## src/verilog/pdc_pkg.sv

```systemverilog
package pdc_pkg;
  // ==========================================================
  // Widths and address map
  localparam int unsigned ADDR_WIDTH      = 32;
  localparam int unsigned COUNT_WIDTH     = 16;
  localparam logic [31:0] RAM_BASE        = 32'h2000_0000;
  localparam logic [31:0] RAM_SIZE        = 32'h0000_6000;
  // AHB encodings, count and address steps, lane and fifo constants
  localparam logic [1:0]  HTRANS_IDLE     = 2'h0;
  localparam logic [1:0]  HTRANS_NONSEQ   = 2'h2;
  localparam logic [2:0]  HSIZE_BYTE      = 3'h0;
  localparam logic [1:0]  HRESP_OKAY      = 2'h0;
  localparam logic [15:0] COUNT_ZERO      = 16'h0000;
  localparam logic [15:0] COUNT_ONE       = 16'h0001;
  localparam logic [31:0] ADDR_ONE        = 32'h0000_0001;
  localparam logic [1:0]  BYTE_LANE_MASK  = 2'h3;
  localparam int unsigned LANE_SHIFT      = 3;
  localparam int unsigned FIFO_DEPTH      = 4;

  // ==========================================================
  // Channel configuration carried as one bundle
  typedef struct packed {
    logic [31:0] start_pointer;
    logic [15:0] max_byte_count;
    logic        write_dir;
    logic        drop_on_stall;
  } pdc_config_type;

  typedef enum logic [1:0] {
    PDC_IDLE = 2'b00,
    PDC_ADDR = 2'b01,
    PDC_DATA = 2'b11,
    PDC_DONE = 2'b10
  } pdc_state_type;
endpackage

```

## src/verilog/pdc_channel.sv

```systemverilog
`timescale 1ns/1ps
module pdc_channel
  import pdc_pkg::*;
(
  input  wire logic             clk,
  input  wire logic             reset,
  // Peripheral side
  input  wire pdc_config_type   cfg,
  input  wire logic             start,
  input  wire logic             stop,
  input  wire logic [7:0]       wr_data,
  input  wire logic             wr_valid,
  output logic                  wr_ready,
  output logic [7:0]            rd_data,
  output logic                  rd_valid,
  input  wire logic             rd_ready,
  output logic                  busy,
  output logic                  end_pulse,
  output logic                  range_error,
  output logic [15:0]           transferred_byte_count,
  output logic                  dropped,
  // AHB master
  output logic [31:0]           haddr,
  output logic [1:0]            htrans,
  output logic                  hwrite,
  output logic [2:0]            hsize,
  output logic [31:0]           hwdata,
  output logic                  hbusreq,
  input  wire logic             hgrant,
  input  wire logic             hready,
  input  wire logic [1:0]       hresp,
  input  wire logic [31:0]      hrdata
);
  // ==========================================================
  // Behaviour
  // - Channel is an AHB master to RAM
  // - Addresses outside RAM are never issued
  // - Each instance has own pointer, count, transferred_byte_count
  // - Reader fetches bytes up to max count
  // - Ram_write_channel stores at most max count bytes
  // - Transferred_byte_count shows bytes actually moved
  // - Invalid pointer flagged, no safe fallback
  // - Contention stalls; drop_on_stall only sets dropped on writes, the byte is kept
  // - Arbiter grant honoured, waits while not granted

  // ==========================================================
  // Transfer state
  pdc_state_type  state;
  pdc_config_type active;
  logic [31:0]    addr;
  logic [15:0]    remaining;
  logic [15:0]    moved;
  logic [7:0]     byte_out;
  logic           in_range;
  logic           rfifo_in_ready;
  logic           rfifo_push;
  logic [7:0]     lane_byte;
  logic           wfifo_valid;
  logic [7:0]     wfifo_data;
  logic           wfifo_pop;
  logic           have_byte;
  logic           issue;
  logic           addr_phase;
  logic           rfifo_out_valid;
  logic [7:0]     rfifo_out_data;
  logic           rfifo_pop;

  // Bytes past the RAM top are refused before any bus cycle
  assign in_range = (addr >= RAM_BASE) && (addr < RAM_BASE + RAM_SIZE);
  assign lane_byte = 8'(hrdata >> ({3'h0, addr[1:0] & BYTE_LANE_MASK} << LANE_SHIFT));
  assign have_byte = active.write_dir ? wfifo_valid : rfifo_in_ready;
  // One byte in flight: data is taken only once the address phase is accepted
  assign issue      = (state == PDC_ADDR) && !stop && (remaining != COUNT_ZERO) && in_range
                      && hgrant && hready && have_byte;
  assign rfifo_push = (state == PDC_DATA) && !addr_phase && hready && !active.write_dir;
  assign wfifo_pop  = issue && active.write_dir;
  assign rfifo_pop  = rfifo_out_valid && (!rd_valid || rd_ready);

  always_ff @(posedge clk or posedge reset) begin
    if (reset) begin
      state       <= PDC_IDLE;
      active      <= '0;
      addr        <= '0;
      remaining   <= COUNT_ZERO;
      moved       <= COUNT_ZERO;
      range_error <= 1'b0;
      dropped     <= 1'b0;
      byte_out    <= 8'h00;
    end else begin
      unique case (state)
        PDC_IDLE: begin
          if (start) begin
            active      <= cfg;
            addr        <= cfg.start_pointer;
            remaining   <= cfg.max_byte_count;
            moved       <= COUNT_ZERO;
            range_error <= 1'b0;
            dropped     <= 1'b0;
            state       <= PDC_ADDR;
          end
        end
        PDC_ADDR: begin
          if (stop || remaining == COUNT_ZERO) begin
            state <= PDC_DONE;
          end else if (!in_range) begin
            range_error <= 1'b1;
            state       <= PDC_DONE;
          end else if (hgrant && hready && have_byte) begin
            byte_out <= wfifo_data;
            state    <= PDC_DATA;
          end else if (!hgrant && active.drop_on_stall && active.write_dir && wfifo_valid) begin
            dropped <= 1'b1;
          end
        end
        PDC_DATA: begin
          if (hready && !addr_phase) begin
            addr      <= addr + ADDR_ONE;
            remaining <= remaining - COUNT_ONE;
            if (hresp == HRESP_OKAY) begin
              moved <= moved + COUNT_ONE;
            end else begin
              range_error <= 1'b1;
            end
            state <= PDC_ADDR;
          end
        end
        PDC_DONE: begin
          state <= PDC_IDLE;
        end
        default: state <= PDC_IDLE;
      endcase
    end
  end

  // ==========================================================
  // AHB address and data phase, registered outputs
  always_ff @(posedge clk or posedge reset) begin
    if (reset) begin
      haddr   <= '0;
      htrans  <= HTRANS_IDLE;
      hwrite  <= 1'b0;
      hsize   <= HSIZE_BYTE;
      hbusreq <= 1'b0;
      hwdata  <= '0;
    end else begin
      hbusreq <= (state == PDC_ADDR) && in_range && remaining != COUNT_ZERO && have_byte;
      if (issue) begin
        haddr  <= addr;
        htrans <= HTRANS_NONSEQ;
        hwrite <= active.write_dir;
        hsize  <= HSIZE_BYTE;
      end else if (hready) begin
        htrans <= HTRANS_IDLE;
      end
      if (state == PDC_DATA) begin
        hwdata <= {4{byte_out}}; // Byte replicated so any lane is right
      end
    end
  end

  // ==========================================================
  // Address phase flag, cleared when the slave takes the address
  always_ff @(posedge clk or posedge reset) begin
    if (reset) begin
      addr_phase <= 1'b0;
    end else if (issue) begin
      addr_phase <= 1'b1;
    end else if (hready) begin
      addr_phase <= 1'b0;
    end
  end

  // ==========================================================
  // Read byte register, so the peripheral sees flop outputs
  always_ff @(posedge clk or posedge reset) begin
    if (reset) begin
      rd_valid <= 1'b0;
      rd_data  <= 8'h00;
    end else if (start && state == PDC_IDLE) begin
      rd_valid <= 1'b0;
    end else if (rfifo_pop) begin
      rd_valid <= 1'b1;
      rd_data  <= rfifo_out_data;
    end else if (rd_ready) begin
      rd_valid <= 1'b0;
    end
  end

  // ==========================================================
  // Status outputs
  always_ff @(posedge clk or posedge reset) begin
    if (reset) begin
      end_pulse              <= 1'b0;
      busy                   <= 1'b0;
      transferred_byte_count <= COUNT_ZERO;
    end else begin
      end_pulse <= (state == PDC_DONE);
      busy      <= (state != PDC_IDLE) || start;
      if (state == PDC_DONE) begin
        transferred_byte_count <= moved;
      end
    end
  end

  // Read data buffered toward the peripheral; full buffer stalls the bus
  pdc_fifo #(.WIDTH(8), .DEPTH(FIFO_DEPTH)) u_read_fifo (
    .clk       (clk),
    .reset     (reset),
    .flush     (start && state == PDC_IDLE),
    .in_data   (lane_byte),
    .in_valid  (rfifo_push),
    .in_ready  (rfifo_in_ready),
    .out_data  (rfifo_out_data),
    .out_valid (rfifo_out_valid),
    .out_ready (rfifo_pop)
  );

  // Write data from the peripheral; ready drops when full
  pdc_fifo #(.WIDTH(8), .DEPTH(FIFO_DEPTH)) u_write_fifo (
    .clk       (clk),
    .reset     (reset),
    .flush     (1'b0),
    .in_data   (wr_data),
    .in_valid  (wr_valid),
    .in_ready  (wr_ready),
    .out_data  (wfifo_data),
    .out_valid (wfifo_valid),
    .out_ready (wfifo_pop)
  );
endmodule

```

## src/verilog/pdc_fifo.sv

```systemverilog
`timescale 1ns/1ps
module pdc_fifo #(
  parameter int unsigned WIDTH = 8,
  parameter int unsigned DEPTH = 4
) (
  input  wire logic             clk,
  input  wire logic             reset,
  input  wire logic             flush,
  input  wire logic [WIDTH-1:0] in_data,
  input  wire logic             in_valid,
  output logic                  in_ready,
  output logic [WIDTH-1:0]      out_data,
  output logic                  out_valid,
  input  wire logic             out_ready
);
  localparam int unsigned AW = (DEPTH > 1) ? $clog2(DEPTH) : 1;
  logic [WIDTH-1:0] mem [DEPTH];
  logic [AW-1:0]    wr_index;
  logic [AW-1:0]    rd_index;
  logic [AW:0]      fill;
  logic             push;
  logic             pop;

  assign push      = in_valid && in_ready;
  assign pop       = out_valid && out_ready;
  assign in_ready  = (fill != (AW+1)'(DEPTH));
  assign out_valid = (fill != '0);
  assign out_data  = mem[rd_index];

  always_ff @(posedge clk or posedge reset) begin
    if (reset) begin
      wr_index <= '0;
      rd_index <= '0;
      fill     <= '0;
    end else if (flush) begin
      wr_index <= '0;
      rd_index <= '0;
      fill     <= '0;
    end else begin
      if (push) begin
        wr_index <= (wr_index == AW'(DEPTH - 1)) ? '0 : wr_index + AW'(1);
      end
      if (pop) begin
        rd_index <= (rd_index == AW'(DEPTH - 1)) ? '0 : rd_index + AW'(1);
      end
      fill <= fill + (AW+1)'(push) - (AW+1)'(pop);
    end
  end

  always_ff @(posedge clk) begin
    if (push) begin
      mem[wr_index] <= in_data;
    end
  end
endmodule

```

## config.mk

```make
export PLATFORM = sky130hd
export DESIGN_NAME = pdc_channel
export DESIGN_NICKNAME = d
export VERILOG_FILES = /design/src/verilog/pdc_pkg.sv /design/src/verilog/pdc_channel.sv /design/src/verilog/pdc_fifo.sv
export SDC_FILE = /design/constraint.sdc
export NUM_CORES = 1
export LEC_CHECK = 0
export ABC_AREA = 1
export BUFFER_PORTS_ARGS = -buffer_cell sky130_fd_sc_hd__buf_2
export CAP_MARGIN = 20
export CORE_ASPECT_RATIO = 0.9
export CORE_MARGIN = 2
export CORE_UTILIZATION = 35
export DETAILED_ROUTE_END_ITERATION = 16
export GPL_TIMING_DRIVEN = 1
export PLACE_DENSITY = 0.64
export SYNTH_ARGS = -nofsm -noshare
export SYNTH_HDL_FRONTEND = slang
export SYNTH_SLANG_ARGS = --single-unit
```

## constraint.sdc

```tcl
create_clock -name clk -period 6.05 [get_ports clk]
set_input_delay 0.3025 -clock clk [delete_from_list [all_inputs] [get_ports clk]]
set_output_delay 0.3025 -clock clk [all_outputs]
set_load 0.005 [all_outputs]
```

==> reports/metrics.yaml <==
syn_to_final_growth_pct: 18.6
path_delay_family: "adder cells"
grt_pass1_vias: 9082
num_rows: 62
dieArea_um2: 33700
holdCritPathClass: "primary input to flip-flop"
final_cell_mix: "292 x nand2_1, 199 x nor2_1, 196 x buf_2"
synth-edff-count: 64
path_max_fanout: 5
slew_headroom_pct: 45.4
cts_tree: "done"
critPathRequiredTime_ns: 6.50
whs_path_depth: 3
core-area_um2: 31800
antenna_found_initial: 0
synth.distinct_cells: 43
numCtsBuffers: 26
via_per_inst: 4.79
drtAntennaViolNets: 0
cts_max_path_buffers: 3
drc: 0
fin_nets: 1634
power_density_nw_per_um2: 435
cts_root_buf: "clkbuf_16"
slowest_stage: "fa_1"
grt_usage_pct: 17.3
fin_crit_ns: 2.58
max-vdd-ir-drop_mv: 0.205
grt_max_degree: 101
cp.buffers_inverters: 3
setup-tns-final_ns: 0
r2r_slack_ns: 3.47
finalCritPeriodShare_pct: 42.7
avgSynthCellArea_um2: 8.38
path_class: "flip-flop to flip-flop"
dpl_cell_area_um2: 12400
yosysSeqAreaShare_pct: 52.9
finalInstanceArea_um2: 13400
synthCells: 1347
clkTransAtPathRegs_ns: 0.06
max-cap-violations: 0
status: "completed"
synth_flop_cell: "dfrtp_1"
synth.ff_latch_count: 226
first_pass_iters: 5
cts_num_sinks: 226
p_leak_nw: 6.23
overflow: 0
crit_path_start: "remaining[0]$_DFFE_PP0P_"
die_h_um: 174
p_total_w: 0.00583
worstPathCellList: "inv_1, ha_1, nand3_1, nor2_1, a21oi_2, nand3_2, nor2_2, ha_1, inv_1, ha_1, inv_1, fa_1, xnor2_1"
gp_congestion: 0.889
arrival_ns: 3.03
yosysWarnings: 0
drtIter0Drc: 606
final-hold-violation-count: 0
setup_viol: 0
cts_setup_buffers: 0
synth_area_um2: 11300
start_util_pct: 35.5
antenna_cells: 0
reg2reg_depth: 13
ios: 201
dp.final_hpwl_mm: 20.8
die_x_um: 193
fillers: 3230
portBuffers: 196
slew_violations: 0
clock_skew_ns: 0.0200
cp-end-kind: "flip-flop"
rr_startpoint: "remaining[0]$_DFFE_PP0P_"
cp_slowest_stage_delay_ns: 0.37
wl_per_cell_um: 15.1
worstHoldEndpoint: "active[1]$_DFFE_PP0P_"
async_flop_share_pct: 71.7
start_kind: "flip-flop"
layout.cells.most_common: "nand2_1"
htree_levels: 1
rsz0062_at_grt: "no"
grt_first_pass_wirelength_mm: 47.8
min_from: "cfg[1]"
clock_latency_ns: 0.53
via_count: 9349
worst_pin_slew_ns: 0.819
drive_above_1_share_pct: 17.9
fmax_ghz: 0.387
routed_wirelength_mm: 29.5
r2r-end: "u_write_fifo.fill[2]$_DFF_PP0_"
==> worst register-to-register path: stages, from the launching register on <==
cell     delay [ns]
dfrtp_1        0.34
inv_1          0.06
ha_1           0.22
nand3_1        0.14
nor2_1         0.10
a21oi_2        0.26
nand3_2        0.14
nor2_2         0.19
ha_1           0.26
inv_1          0.06
ha_1           0.13
inv_1          0.05
fa_1           0.37
xnor2_1        0.18
==> power by group <==
group,switching (W),leakage (nW),internal (W)
registers,0.000337,2.62,0.00198
clock network,0.000635,0.413,0.000953
logic,0.00126,3.19,0.000657
==> repair_timing <==
action,4_1_cts,5_1_grt
hold buffers,9,1
gates resized for setup,0,0
endpoints found under the hold margin,33,44
==> cells by family after synthesis <==
family / share of synthesized area, %
AO/OA/AOI/OAI: 12.1
XOR/XNOR: 1.09
multiplexers: 0.0886
buffers and inverters: 9.20
other: 0.0332
adder cells (fa/ha/maj): 2.35
AND/OR/NAND/NOR: 22.2
flip-flops: 52.9
==> cell type report <==
| type | instances | area [um^2] | area share (%) |
|---|---|---|---|
| sequential | 226 | 5980 | 44.6 |
| multi-input combinational | 890 | 4290 | 32.0 |
| timing repair buffer | 213 | 1150 | 8.61 |
| clock buffer | 32 | 704 | 5.26 |
| inverter | 157 | 594 | 4.44 |
| tap | 416 | 520 | 3.88 |
| clock inverter | 16 | 160 | 1.20 |
==> per-layer routing <==
layer	part of all wire [%]	GRT usage, %	vias to the layer above	wire (um)
met5	0	0	-	0
met4	1.9	3.85	0	563
met3	5.5	2.64	43	1610
met2	46	28.1	232	13700
met1	46	24.5	4399	13600
li1	-	-	4675	-
==> cell usage after synthesis (all sizes together) (3+ instances only) <==
master  instances  area, um^2
nand3b          7        52.6
a21oi          22         114
a31oi           3        18.8
xor2           10        87.6
clkbuf         26        97.6
inv           155         582
o21ai         164         847
o211ai          3        22.5
nand4           7        43.8
nand3          58         305
edfxtp         64        1920
dfrtp         162        4050
o31ai           8        60.1
nor2          207         812
buf            51         352
xnor2           4        35.0
nand2         296        1120
nor3           29         155
o32ai           8        70.1
ha             18         225
o22ai          29         181
o21a            3        22.5
==> per-stage QoR <==
| step | hold slack [ns] | utilization, % | std cells | worst slack [ns] |
|---|---|---|---|---|
| after floorplan | 0.401 | - | 1350 | 1.37 |
| after global placement | 0.444 | 39.0 | 1891 | 3.53 |
| after detailed placement | 0.448 | 39.0 | 1891 | 3.45 |
| after CTS | 0.00428 | 42.0 | 1948 | 3.43 |
| after global routing | 0.0351 | 42.1 | 1950 | 3.23 |
| final | 0.0284 | 42.1 | 1950 | 3.47 |
==> worst max-delay path by stage <==
stage                                          end  depth (start not counted)
floorplan                    active[0]$_DFFE_PP0P_                          1
global placement    u_write_fifo.fill[1]$_DFF_PP0_                         13
detailed placement  u_write_fifo.fill[2]$_DFF_PP0_                         13
CTS                 u_write_fifo.fill[2]$_DFF_PP0_                         13
global route        u_write_fifo.fill[2]$_DFF_PP0_                         13
finish              u_write_fifo.fill[2]$_DFF_PP0_                         13
==> flip-flops by register name, indices dropped and copies added, names as in the netlist, 3 cells and up <==
signal / count
addr: 32
byte_out: 8
haddr: 32
hwdata: 8
moved: 16
rd_data: 8
remaining: 16
transferred_byte_count: 16
u_read_fifo.fill: 3
u_read_fifo.mem: 32
u_write_fifo.fill: 3
u_write_fifo.mem: 32
No activity file was read; power rests on OpenSTA's default activity.
